--- config.mk ---
export PLATFORM = sky130hd
export DESIGN_NAME = uart_shadow_data_alias
export DESIGN_NICKNAME = d
export VERILOG_FILES = /design/src/uart_alias_pkg.sv /design/src/uart_alias_if.sv /design/src/uart_char_fifo.sv /design/src/uart_serdes.sv /design/src/uart_shadow_data_alias.sv
export SDC_FILE = /design/constraint.sdc
export NUM_CORES = 1
export LEC_CHECK = 0
export BUFFER_PORTS_ARGS = -buffer_cell sky130_fd_sc_hd__buf_4
export CAP_MARGIN = 20
export CORE_UTILIZATION = 40
export DETAILED_ROUTE_END_ITERATION = 10
export MAX_ROUTING_LAYER = met4
export PLACE_DENSITY = 0.69
export SLEW_MARGIN = 20
export SYNTH_ARGS = -nofsm -noshare
export SYNTH_HDL_FRONTEND = slang
export SYNTH_HIERARCHICAL = 1
export SYNTH_SLANG_ARGS = --single-unit
--- constraint.sdc ---
create_clock -name mclk -period 4.95 [get_ports mclk]
set_input_delay 0.99 -clock mclk [delete_from_list [all_inputs] [get_ports mclk]]
set_output_delay 0.99 -clock mclk [all_outputs]
set_load 0.02 [all_outputs]
--- src/uart_alias_pkg.sv ---
// Summary of operation
// - Sixteen word locations alias one data port.
// - Read returns received byte, serial or infrared.
// - Read data valid only while data ready.
// - FIFOs off: new byte overwrites, flags overrun.
// - FIFOs on: read pops oldest receive entry.
// - Receive FIFO full: drop new byte, overrun.
// - Written byte goes out serial or infrared.
// - FIFOs off: one write clears holding empty.
// - FIFOs off: further write overwrites pending byte.
// - FIFOs on: sixteen writes before FIFO full.
// - Write to full transmit FIFO is discarded.
package uart_alias_pkg;
    // Clock and line timing; the bit time is derived from both rates.
    localparam int unsigned CLK_HZ        = 250_000_000;
    localparam int unsigned CLK_PERIOD_NS = 4;
    localparam int unsigned BAUD_RATE     = 115_200;
    localparam logic [11:0] BIT_CYCLES    = 12'(CLK_HZ / BAUD_RATE);
    localparam logic [11:0] HALF_BIT      = 12'(CLK_HZ / BAUD_RATE / 2);
    localparam logic [11:0] IR_PULSE      = 12'(CLK_HZ / BAUD_RATE * 3 / 16);
    localparam logic [11:0] CNT_ONE       = 12'h001;
    // Character path and FIFO geometry.
    localparam int unsigned DATA_W     = 8;
    localparam int unsigned FIFO_DEPTH = 16;
    localparam int unsigned PTR_W      = 4;
    localparam int unsigned CNT_W      = 5;
    localparam logic [4:0]  FIFO_FULL  = 5'h10;
    localparam logic [2:0]  LAST_BIT   = 3'h7;
    // Register byte addresses.
    localparam logic [31:0] ALIAS_BASE   = 32'h5000_1030;
    localparam logic [31:0] ALIAS_END    = 32'h5000_1070;
    localparam logic [31:0] ALIAS_12     = 32'h5000_1060;
    localparam logic [31:0] FIFO_CTL_ADR = 32'h5000_1008;
    localparam logic [31:0] MODE_ADR     = 32'h5000_1010;
    localparam logic [31:0] LINE_ST_ADR  = 32'h5000_1014;
    localparam logic [31:0] INT_ST_ADR   = 32'h5000_1080;
    localparam logic [31:0] INT_MASK_ADR = 32'h5000_1084;
    // Field positions.
    localparam int unsigned FCTL_EN_BIT    = 0;
    localparam int unsigned FCTL_RXRST_BIT = 1;
    localparam int unsigned FCTL_TXRST_BIT = 2;
    localparam int unsigned MODE_IR_BIT    = 0;
    localparam int unsigned LST_RDY_BIT    = 0;
    localparam int unsigned LST_OVR_BIT    = 1;
    localparam int unsigned LST_TXE_BIT    = 5;
    localparam int unsigned LST_TEMT_BIT   = 6;
    localparam int unsigned INT_W          = 4;
endpackage

--- src/uart_alias_if.sv ---
`timescale 1ns/1ns
// Character FIFO port: the owner pushes and pops, the store answers.
interface fifo_if;
    logic       push;   // Enqueue push_data this cycle.
    logic [7:0] push_data;
    logic       pop;    // Drop the head entry this cycle.
    logic [7:0] head;   // Oldest entry.
    logic       full;
    logic       empty;
    modport owner (output push, push_data, pop, input head, full, empty);
    modport store (input push, push_data, pop, output head, full, empty);
endinterface // fifo_if

// Serialiser port: one start pulse per byte, one strobe per byte received.
interface serdes_if;
    logic       tx_go;
    logic [7:0] tx_byte;
    logic       tx_busy;
    logic       rx_stb;
    logic [7:0] rx_byte;
    logic       ir_mode;
    modport owner (output tx_go, tx_byte, ir_mode, input tx_busy, rx_stb, rx_byte);
    modport line (input tx_go, tx_byte, ir_mode, output tx_busy, rx_stb, rx_byte);
endinterface // serdes_if

--- src/uart_char_fifo.sv ---
`timescale 1ns/1ns
// Sixteen-entry character queue in flip-flops; push when full is dropped.
module uart_char_fifo
    import uart_alias_pkg::*;
(
    input wire logic mclk,
    input wire logic reset,
    input wire logic flush,
    fifo_if.store    f
);
    typedef struct packed {
        logic [FIFO_DEPTH-1:0][DATA_W-1:0] mem;
        logic [PTR_W-1:0]                  wp;
        logic [PTR_W-1:0]                  rp;
        logic [CNT_W-1:0]                  cnt;
    } fifo_state_t;

    fifo_state_t s_r;   // Registered state.
    fifo_state_t s_nxt; // Next state.
    logic        do_push;
    logic        do_pop;

    // A full queue keeps its contents and ignores the push.
    always_comb begin
        s_nxt   = s_r;
        do_push = f.push && (s_r.cnt != FIFO_FULL);
        do_pop  = f.pop && (s_r.cnt != '0);
        if (flush) begin
            s_nxt.wp  = '0;
            s_nxt.rp  = '0;
            s_nxt.cnt = '0;
        end else begin
            if (do_push) begin
                s_nxt.mem[s_r.wp] = f.push_data;
                s_nxt.wp          = s_r.wp + PTR_W'(1);
            end
            if (do_pop) begin
                s_nxt.rp = s_r.rp + PTR_W'(1);
            end
            s_nxt.cnt = s_r.cnt + CNT_W'(do_push) - CNT_W'(do_pop);
        end
    end

    // Single register stage for the whole state.
    always_ff @(posedge mclk or posedge reset) begin
        if (reset) begin
            s_r <= '0;
        end else begin
            s_r <= s_nxt;
        end
    end

    assign f.head  = s_r.mem[s_r.rp];
    assign f.full  = (s_r.cnt == FIFO_FULL);
    assign f.empty = (s_r.cnt == '0);
endmodule // uart_char_fifo

--- src/uart_serdes.sv ---
`timescale 1ns/1ns
// Eight data bits, no parity, one stop bit, fixed bit time.
module uart_serdes
    import uart_alias_pkg::*;
(
    input  wire logic mclk,
    input  wire logic reset,
    input  wire logic sin,
    input  wire logic sir_in,
    output logic      sout,
    output logic      sir_out_n,
    serdes_if.line    p
);
    typedef enum logic [1:0] {IDLE, START, DATA, STOP} bit_state_t;
    typedef struct packed {
        logic       sin_m;    // First synchroniser stages.
        logic       sin_s;
        logic       ir_m;
        logic       ir_s;
        bit_state_t tx_st;
        logic [11:0] tx_cnt;
        logic [7:0] tx_sh;
        logic [2:0] tx_idx;
        logic       sout_n;   // Inverted so that reset gives an idle high line.
        logic       sir_out;  // Inverted so that reset gives an idle high pin.
        bit_state_t rx_st;
        logic [11:0] rx_cnt;
        logic [7:0] rx_sh;
        logic [2:0] rx_idx;
        logic       rx_stb;
        logic [7:0] rx_byte;
    } serdes_state_t;

    serdes_state_t s_r;
    serdes_state_t s_nxt;
    logic          rx_line;
    logic          tx_bit;

    // The infrared receiver is taken to deliver a high level for a zero bit.
    always_comb begin
        s_nxt        = s_r;
        s_nxt.sin_m  = sin;
        s_nxt.sin_s  = s_r.sin_m;
        s_nxt.ir_m   = sir_in;
        s_nxt.ir_s   = s_r.ir_m;
        s_nxt.rx_stb = 1'b0;
        rx_line      = p.ir_mode ? !s_r.ir_s : s_r.sin_s;
        // Transmitter: advance one bit each bit time.
        unique case (s_r.tx_st)
            IDLE: begin
                if (p.tx_go) begin
                    s_nxt.tx_st  = START;
                    s_nxt.tx_sh  = p.tx_byte;
                    s_nxt.tx_cnt = '0;
                end
            end
            START, DATA, STOP: begin
                s_nxt.tx_cnt = s_r.tx_cnt + CNT_ONE;
                if (s_r.tx_cnt == BIT_CYCLES - CNT_ONE) begin
                    s_nxt.tx_cnt = '0;
                    if (s_r.tx_st == START) begin
                        s_nxt.tx_st  = DATA;
                        s_nxt.tx_idx = '0;
                    end else if (s_r.tx_st == DATA) begin
                        s_nxt.tx_sh  = s_r.tx_sh >> 1;
                        s_nxt.tx_idx = s_r.tx_idx + 3'(1);
                        if (s_r.tx_idx == LAST_BIT) begin
                            s_nxt.tx_st = STOP;
                        end
                    end else begin
                        s_nxt.tx_st = IDLE;
                    end
                end
            end
        endcase
        tx_bit        = (s_nxt.tx_st == START) ? 1'b0 :
                        (s_nxt.tx_st == DATA) ? s_nxt.tx_sh[0] : 1'b1;
        s_nxt.sout_n  = !(p.ir_mode || tx_bit);
        s_nxt.sir_out = p.ir_mode && !tx_bit && (s_nxt.tx_cnt < IR_PULSE);
        // Receiver: check the start bit at mid-bit, then sample each bit centre.
        unique case (s_r.rx_st)
            IDLE: begin
                if (!rx_line) begin
                    s_nxt.rx_st  = START;
                    s_nxt.rx_cnt = '0;
                end
            end
            START: begin
                s_nxt.rx_cnt = s_r.rx_cnt + CNT_ONE;
                if (s_r.rx_cnt == HALF_BIT) begin
                    s_nxt.rx_cnt = '0;
                    s_nxt.rx_idx = '0;
                    s_nxt.rx_st  = rx_line ? IDLE : DATA;
                end
            end
            DATA, STOP: begin
                s_nxt.rx_cnt = s_r.rx_cnt + CNT_ONE;
                if (s_r.rx_cnt == BIT_CYCLES - CNT_ONE) begin
                    s_nxt.rx_cnt = '0;
                    if (s_r.rx_st == DATA) begin
                        s_nxt.rx_sh  = {rx_line, s_r.rx_sh[7:1]};
                        s_nxt.rx_idx = s_r.rx_idx + 3'(1);
                        if (s_r.rx_idx == LAST_BIT) begin
                            s_nxt.rx_st = STOP;
                        end
                    end else begin
                        // A low stop bit is a framing fault; the byte is dropped.
                        s_nxt.rx_stb  = rx_line;
                        s_nxt.rx_byte = s_r.rx_sh;
                        s_nxt.rx_st   = IDLE;
                    end
                end
            end
        endcase
    end

    always_ff @(posedge mclk or posedge reset) begin
        if (reset) begin
            s_r <= '0;
        end else begin
            s_r <= s_nxt;
        end
    end

    assign sout      = !s_r.sout_n;
    assign sir_out_n = !s_r.sir_out;
    assign p.tx_busy = (s_r.tx_st != IDLE);
    assign p.rx_stb  = s_r.rx_stb;
    assign p.rx_byte = s_r.rx_byte;
endmodule // uart_serdes

--- src/uart_shadow_data_alias.sv ---
// The strobed register port was left to the implementer.
`timescale 1ns/1ns
// Data port of the serial block, reached at sixteen aliased word
// addresses, with the line status, FIFO control, mode and interrupt
// registers that steer it. The serialiser and both queues are
// instantiated below.
module uart_shadow_data_alias
    import uart_alias_pkg::*;
(
    input  wire logic        mclk,
    input  wire logic        reset,
    input  wire logic [31:0] addr,
    input  wire logic [31:0] wdata,
    input  wire logic        wr_en,
    input  wire logic        rd_en,
    output logic [31:0]      rdata,
    output logic             irq,
    input  wire logic        sin,
    input  wire logic        sir_in,
    output logic             sout,
    output logic             sir_out_n
);
    // All control state of the block, registered in one place.
    // Every field resets to zero, so the reset value is simply zero.
    typedef struct packed {
        logic [31:0]      rdata;      // Read answer, valid one cycle after the strobe.
        logic [7:0]       rxh;        // Receive holding register.
        logic             rdy;        // Holding register full, queues off.
        logic [7:0]       txh;        // Transmit holding register.
        logic             txh_full;   // Transmit character pending, queues off.
        logic             fifo_en;    // Queues enabled.
        logic             ir_mode;    // Infrared line selected.
        logic             overrun;    // Overrun error, cleared by a status read.
        logic             txe_low_d;  // Holding empty was low last cycle.
        logic [INT_W-1:0] int_st;     // Sticky event bits.
        logic [INT_W-1:0] int_mask;   // Event enables.
        logic             irq;        // Registered interrupt level.
    } top_state_t;

    top_state_t s_r;   // Registered state.
    top_state_t s_nxt; // Next state.

    // Bus decode strobes.
    logic rd_alias;
    logic wr_alias;
    logic rd_stat;
    // Internal status and events.
    logic             rdy_now;
    logic             txe_now;
    logic             ovr_ev;
    logic             drop_ev;
    logic             rx_flush;
    logic             tx_flush;
    logic [INT_W-1:0] events;
    logic [INT_W-1:0] w1c;

    fifo_if   rxq ();
    fifo_if   txq ();
    serdes_if sd ();

    // True for any of the sixteen aligned words that alias the data port.
    // The same decode serves reads and writes, so bursts land in one path.
    function automatic logic is_alias(input logic [31:0] a);
        is_alias = (a >= ALIAS_BASE) && (a < ALIAS_END) && (a[1:0] == 2'h0);
    endfunction

    // Queue for received characters.
    uart_char_fifo u_rx_fifo (
        .mclk  (mclk),
        .reset (reset),
        .flush (rx_flush),
        .f     (rxq.store)
    );

    // Queue for characters waiting to be sent.
    uart_char_fifo u_tx_fifo (
        .mclk  (mclk),
        .reset (reset),
        .flush (tx_flush),
        .f     (txq.store)
    );

    // Bit-level transmitter and receiver.
    uart_serdes u_serdes (
        .mclk      (mclk),
        .reset     (reset),
        .sin       (sin),
        .sir_in    (sir_in),
        .sout      (sout),
        .sir_out_n (sir_out_n),
        .p         (sd.line)
    );

    // Next-state logic for the register file and the data path.
    always_comb begin
        s_nxt     = s_r;
        // Read data stand for exactly one cycle, zero otherwise.
        s_nxt.rdata = '0;
        rd_alias  = rd_en && is_alias(addr);
        wr_alias  = wr_en && is_alias(addr);
        rd_stat   = rd_en && (addr == LINE_ST_ADR);
        ovr_ev    = 1'b0;
        drop_ev   = 1'b0;
        rx_flush  = 1'b0;
        tx_flush  = 1'b0;
        w1c       = '0;
        // Queue and serialiser controls default to idle.
        rxq.push      = 1'b0;
        rxq.push_data = sd.rx_byte;
        rxq.pop       = 1'b0;
        txq.push      = 1'b0;
        txq.push_data = wdata[7:0];
        txq.pop       = 1'b0;
        sd.tx_go      = 1'b0;
        sd.tx_byte    = s_r.txh;
        sd.ir_mode    = s_r.ir_mode;

        // Receive side.
        if (s_r.fifo_en) begin
            // A full queue keeps its entries; the new byte is lost.
            rxq.push = sd.rx_stb && !rxq.full;
            ovr_ev   = sd.rx_stb && rxq.full;
            // A data read takes the oldest entry off the queue.
            rxq.pop  = rd_alias;
        end else begin
            // A read clears data ready; a byte arriving now sets it again.
            if (rd_alias) begin
                s_nxt.rdy = 1'b0;
            end
            if (sd.rx_stb) begin
                // Overwrite an unread byte and record the loss.
                s_nxt.rxh = sd.rx_byte;
                s_nxt.rdy = 1'b1;
                ovr_ev    = s_r.rdy && !rd_alias;
            end
        end
        // Data ready follows the queue when enabled, the holding flag otherwise.
        rdy_now = s_r.fifo_en ? !rxq.empty : s_r.rdy;

        // Transmit side.
        if (s_r.fifo_en) begin
            // The queue itself discards a push when it is full.
            txq.push   = wr_alias;
            drop_ev    = wr_alias && txq.full;
            sd.tx_go   = !sd.tx_busy && !txq.empty;
            txq.pop    = sd.tx_go;
            sd.tx_byte = txq.head;
        end else begin
            sd.tx_go = !sd.tx_busy && s_r.txh_full;
            if (sd.tx_go) begin
                s_nxt.txh_full = 1'b0;
            end
            // A new write replaces any character still pending and
            // drops holding empty at once; the write wins over a start.
            if (wr_alias) begin
                s_nxt.txh      = wdata[7:0];
                s_nxt.txh_full = 1'b1;
            end
        end
        // Software paces its writes on this flag.
        txe_now = s_r.fifo_en ? txq.empty : !s_r.txh_full;

        // Register reads; anything unmapped answers zero.
        if (rd_alias) begin
            // Only the low byte carries data; the upper bits read as zero.
            s_nxt.rdata[7:0] = s_r.fifo_en ? rxq.head : s_r.rxh;
        end else if (rd_stat) begin
            s_nxt.rdata[LST_RDY_BIT]  = rdy_now;
            s_nxt.rdata[LST_OVR_BIT]  = s_r.overrun;
            s_nxt.rdata[LST_TXE_BIT]  = txe_now;
            s_nxt.rdata[LST_TEMT_BIT] = txe_now && !sd.tx_busy;
        end else if (rd_en && (addr == FIFO_CTL_ADR)) begin
            s_nxt.rdata[FCTL_EN_BIT] = s_r.fifo_en;
        end else if (rd_en && (addr == MODE_ADR)) begin
            s_nxt.rdata[MODE_IR_BIT] = s_r.ir_mode;
        end else if (rd_en && (addr == INT_ST_ADR)) begin
            s_nxt.rdata[INT_W-1:0] = s_r.int_st;
        end else if (rd_en && (addr == INT_MASK_ADR)) begin
            s_nxt.rdata[INT_W-1:0] = s_r.int_mask;
        end

        // Register writes other than the data port.
        if (wr_en && (addr == FIFO_CTL_ADR)) begin
            s_nxt.fifo_en = wdata[FCTL_EN_BIT];
            // Switching queue mode flushes both queues so that no stale
            // character is mixed into the other mode's data path.
            rx_flush = wdata[FCTL_RXRST_BIT] || (wdata[FCTL_EN_BIT] != s_r.fifo_en);
            tx_flush = wdata[FCTL_TXRST_BIT] || (wdata[FCTL_EN_BIT] != s_r.fifo_en);
        end
        if (wr_en && (addr == MODE_ADR)) begin
            s_nxt.ir_mode = wdata[MODE_IR_BIT];
        end
        if (wr_en && (addr == INT_MASK_ADR)) begin
            s_nxt.int_mask = wdata[INT_W-1:0];
        end
        if (wr_en && (addr == INT_ST_ADR)) begin
            w1c = wdata[INT_W-1:0];
        end

        // Overrun: a status read clears it, but a new overrun wins.
        s_nxt.overrun = (s_r.overrun && !rd_stat) || ovr_ev;

        // Events: byte received, overrun, holding empty rising, write lost.
        s_nxt.txe_low_d = !txe_now;
        events = {drop_ev, txe_now && s_r.txe_low_d, ovr_ev, sd.rx_stb};
        // Write-one-to-clear; an event in the same cycle keeps its bit.
        s_nxt.int_st = (s_r.int_st & ~w1c) | events;
        // The level is registered so the output comes from a flip-flop.
        s_nxt.irq = |(s_nxt.int_st & s_nxt.int_mask);
    end

    // One register stage for the whole control state.
    always_ff @(posedge mclk or posedge reset) begin
        if (reset) begin
            s_r <= '0;
        end else begin
            s_r <= s_nxt;
        end
    end

    // Top outputs come straight from the state register.
    assign rdata = s_r.rdata;
    assign irq   = s_r.irq;
endmodule // uart_shadow_data_alias

==> flow_summary.json <==
{
  "clockRootBuffer": "sky130_fd_sc_hd__clkbuf_16",
  "grt_pass1_wl_mm": 69.9,
  "cap_viol_max_count": 0,
  "yosys.cell_types.count": 92,
  "cts_buffer_depth": 3,
  "cts_setup_buffers": 0,
  "sequential_to_total_area_share_from_yosys_stat": 0.493,
  "timing.critical_path.slowest_stage_cell": "sky130_fd_sc_hd__fa_1",
  "boundaryPins": 105,
  "fraction_of_registers_with_async_set_or_reset_after_synthesis": 1.00,
  "holdWs_ns": 0.352,
  "chipWidth_microns": 223,
  "clock_insertion_delay_worst_skew_ns": 0.58,
  "critical_path_class": "in -> reg",
  "cts-htree-levels": 2,
  "floorplan.die_area_sq_um": 49900,
  "postSynthCellCount": 1520,
  "cp_cell_sequence": "buf_4 -> nor4_1 -> and3_1 -> and2_1 -> nand2_1 -> nor2_1 -> nand2_1 -> inv_1 -> ha_1 -> inv_1 -> ha_1 -> fa_1 -> a21oi_1 -> nor2_1 -> or3_1 -> a21oi_1",
  "share_of_post_route_cells_with_drive_strength_above_1": 0.336,
  "antenna_found_initial": 0,
  "core_area_sq_um": 48000,
  "synth_edf_count": 0,
  "arrival_ns": 4.37,
  "timing.critical_path.required_ns": 5.42,
  "timing.final.setup_violations": 0,
  "rows": 80,
  "worst-slew-pin-transition_ns": 0.906,
  "start_kind": "primary input",
  "start_util": 0.408,
  "timing.final.ws_setup_ns": 1.06,
  "cts_tree": "yes",
  "detailedPlacementHpwl_mm": 29.0,
  "final_common_cell": "sky130_fd_sc_hd__dfrtp_1",
  "power_leakage_nw": 10.6,
  "synth.ff_latch_count": 386,
  "synth.cell_area_sq_um": 19600,
  "syn-mean-instance-area_sq_um": 12.9,
  "cts_resized": 0,
  "largest_net_degree_at_the_start_of_global_routing": 102,
  "clk_transition_reported_paths_ns": 0.05,
  "antenna_violation_net_count_after_detailed_routing": 0,
  "timing.final.crit_share": 0.786,
  "global_routing_usage_on_met1": 0.243,
  "gr-max-usage-layer": "met2",
  "post_cts_hold_buffer_count": 0,
  "route.detailed.vias_per_inst": 5.55,
  "power.density_nw_per_um2": 293,
  "run_status": "complete, no violations",
  "fin_worst_skew_ns": 0.0297,
  "grt_setup_unrepaired": "false",
  "maximum_net_fanout_on_the_critical_path": 8,
  "worst_setup_path_end_kind": "register",
  "final-max-slew-violation-count": 0,
  "first_global_vias": 12576,
  "timing.hold.worst.class": "reg -> reg",
  "detailedRoute.firstPassIterationCount": 5,
  "route.vias.total": 12150,
  "finalCriticalPeriod_ns": 3.89,
  "synth_ff_type": "sky130_fd_sc_hd__dfrtp_1",
  "worst_ir_drop_vdd_v": 0.000232,
  "gpl.final_weighted_congestion": 0.806,
  "cts_sinks": 386,
  "finalHoldViolCount": 0,
  "fmax_mhz": 257,
  "syn2layout_area_growth_pct": 10.7,
  "globalRouteOverflowTotal": 0,
  "globalRouteMet3Util": 0.0323,
  "antenna_cell_count": 0,
  "slew_headroom": 0.396,
  "die_y_microns": 223,
  "finalSetupTns_ns": 0,
  "io_buffer_count": 56,
  "fin_nets": 1659,
  "drt_iter0_drc": 916,
  "global_route.usage.total": 0.182,
  "yosysWarningCount": 6,
  "met2_grt_util": 0.284,
  "critical-path-max-stage-delay_ns": 0.42,
  "drc": 0,
  "tritoncts.num_buffers": 42,
  "setup_slack_placement_ns": 0.559,
  "mostFrequentLayoutCells": "sky130_fd_sc_hd__dfrtp_1 (384), sky130_fd_sc_hd__mux2_2 (279), sky130_fd_sc_hd__nand2_1 (78), sky130_fd_sc_hd__buf_4 (75), sky130_fd_sc_hd__nor2_1 (55)",
  "routedWlPerCell_microns": 19.7,
  "route.final.wire_length_mm": 43.0
}
==> flip-flops by register name, indices dropped and copies added (netlist names), 2 cells and up <==
register	cells
u_serdes/p.rx_byte	8
s_r	29
u_serdes/s_nxt	2
rdata	8
u_tx_fifo/s_r	141
u_serdes/s_r	54
u_rx_fifo/s_r	141
==> cells by family (layout without fill, tap and decap cells) <==
group	after synthesis	in the layout	share of synthesized area
multiplexers	390	390	0.249
flip-flops	386	386	0.493
AND/OR/NAND/NOR	331	331	0.114
AO/OA/AOI/OAI	175	175	0.0623
buffers and inverters	175	207	0.0458
adder cells (fa/ha/maj)	41	41	0.0269
XOR/XNOR	21	21	0.00938
other	1	24	0.000191
==> final timing paths <==
| kind | cells past startpoint | slack (ns) | start | endpoint |
|---|---|---|---|---|
| setup / recovery | 16 | 1.06 | addr[18] | u_rx_fifo/s_r[4] |
| hold / removal | 0 | 0.35 | u_serdes/s_nxt[61] | u_serdes/s_r[61] |
| setup reg to reg | 13 | 1.30 | u_tx_fifo/s_r[2] | u_serdes/s_r[34] |
| hold reg to reg | 0 | 0.35 | u_serdes/s_nxt[61] | u_serdes/s_r[61] |
| max in group asynchronous | 3 | 3.14 | reset | u_rx_fifo/s_r[140] |
| min in group asynchronous | 2 | 0.55 | reset | u_serdes/s_r[40] |
==> cell usage after synthesis, types with 17 or more instances <==
master / count / share of area
sky130_fd_sc_hd__buf_2: 22 / 0.0056
sky130_fd_sc_hd__a22oi_1: 24 / 0.0092
sky130_fd_sc_hd__buf_4: 43 / 0.016
sky130_fd_sc_hd__mux2_2: 279 / 0.16
sky130_fd_sc_hd__mux4_2: 36 / 0.041
sky130_fd_sc_hd__ha_1: 39 / 0.025
sky130_fd_sc_hd__nand2_1: 78 / 0.015
sky130_fd_sc_hd__a21oi_1: 25 / 0.0064
sky130_fd_sc_hd__mux2i_1: 51 / 0.026
sky130_fd_sc_hd__a221oi_1: 17 / 0.0076
sky130_fd_sc_hd__inv_1: 58 / 0.011
sky130_fd_sc_hd__o21ai_0: 36 / 0.0092
sky130_fd_sc_hd__nor2_1: 55 / 0.011
sky130_fd_sc_hd__nand3_1: 50 / 0.013
sky130_fd_sc_hd__dfrtp_1: 386 / 0.49
sky130_fd_sc_hd__clkbuf_1: 40 / 0.0077
==> per-layer routing <==
metal | share of wire | wire (microns)
met1 | 0.45 | 19400
met2 | 0.48 | 20800
met3 | 0.046 | 1990
met4 | 0.020 | 879
met5 | 0 | 0
==> final cells by class <==
cell class                      instances  area, sq um
Clock inverter                          8         87.6
Timing Repair Buffer                   75          563
Clock buffer                           63         1240
Sequential cell                       386         9660
Tap cell                              615          769
Inverter                               61          239
Multi-Input combinational cell        982         9130
Fill cell                            4293        26400
==> report_power, final <==
group	leakage, nW	internal (mW)	switching [mW]
combinational	4.76	0.0324	0.115
sequential	5.23	3.16	0.00832
clock	0.656	1.78	1.25
total	10.6	4.97	1.37
==> per-stage QoR <==
step                      power [mW]  area (sq um)  utilization  cells
after CTS                       6.44         21700        0.451   2190
after global placement          3.37         20400        0.424   2119
final                           6.35         21700        0.451   2190
after global routing            6.58         21700        0.451   2190
after detailed placement        3.38         20400        0.424   2119
after floorplan                 3.32         19700            -   1543
==> critical path, delay by kind of cell <==
kind                     cells  cell delay [ns]
AND/OR/NAND/NOR              8             2.10
adder cells (fa/ha/maj)      3             0.74
AO/OA/AOI/OAI                2             0.31
buffers and inverters        3             0.24
Power figures use the tool's default switching activity.
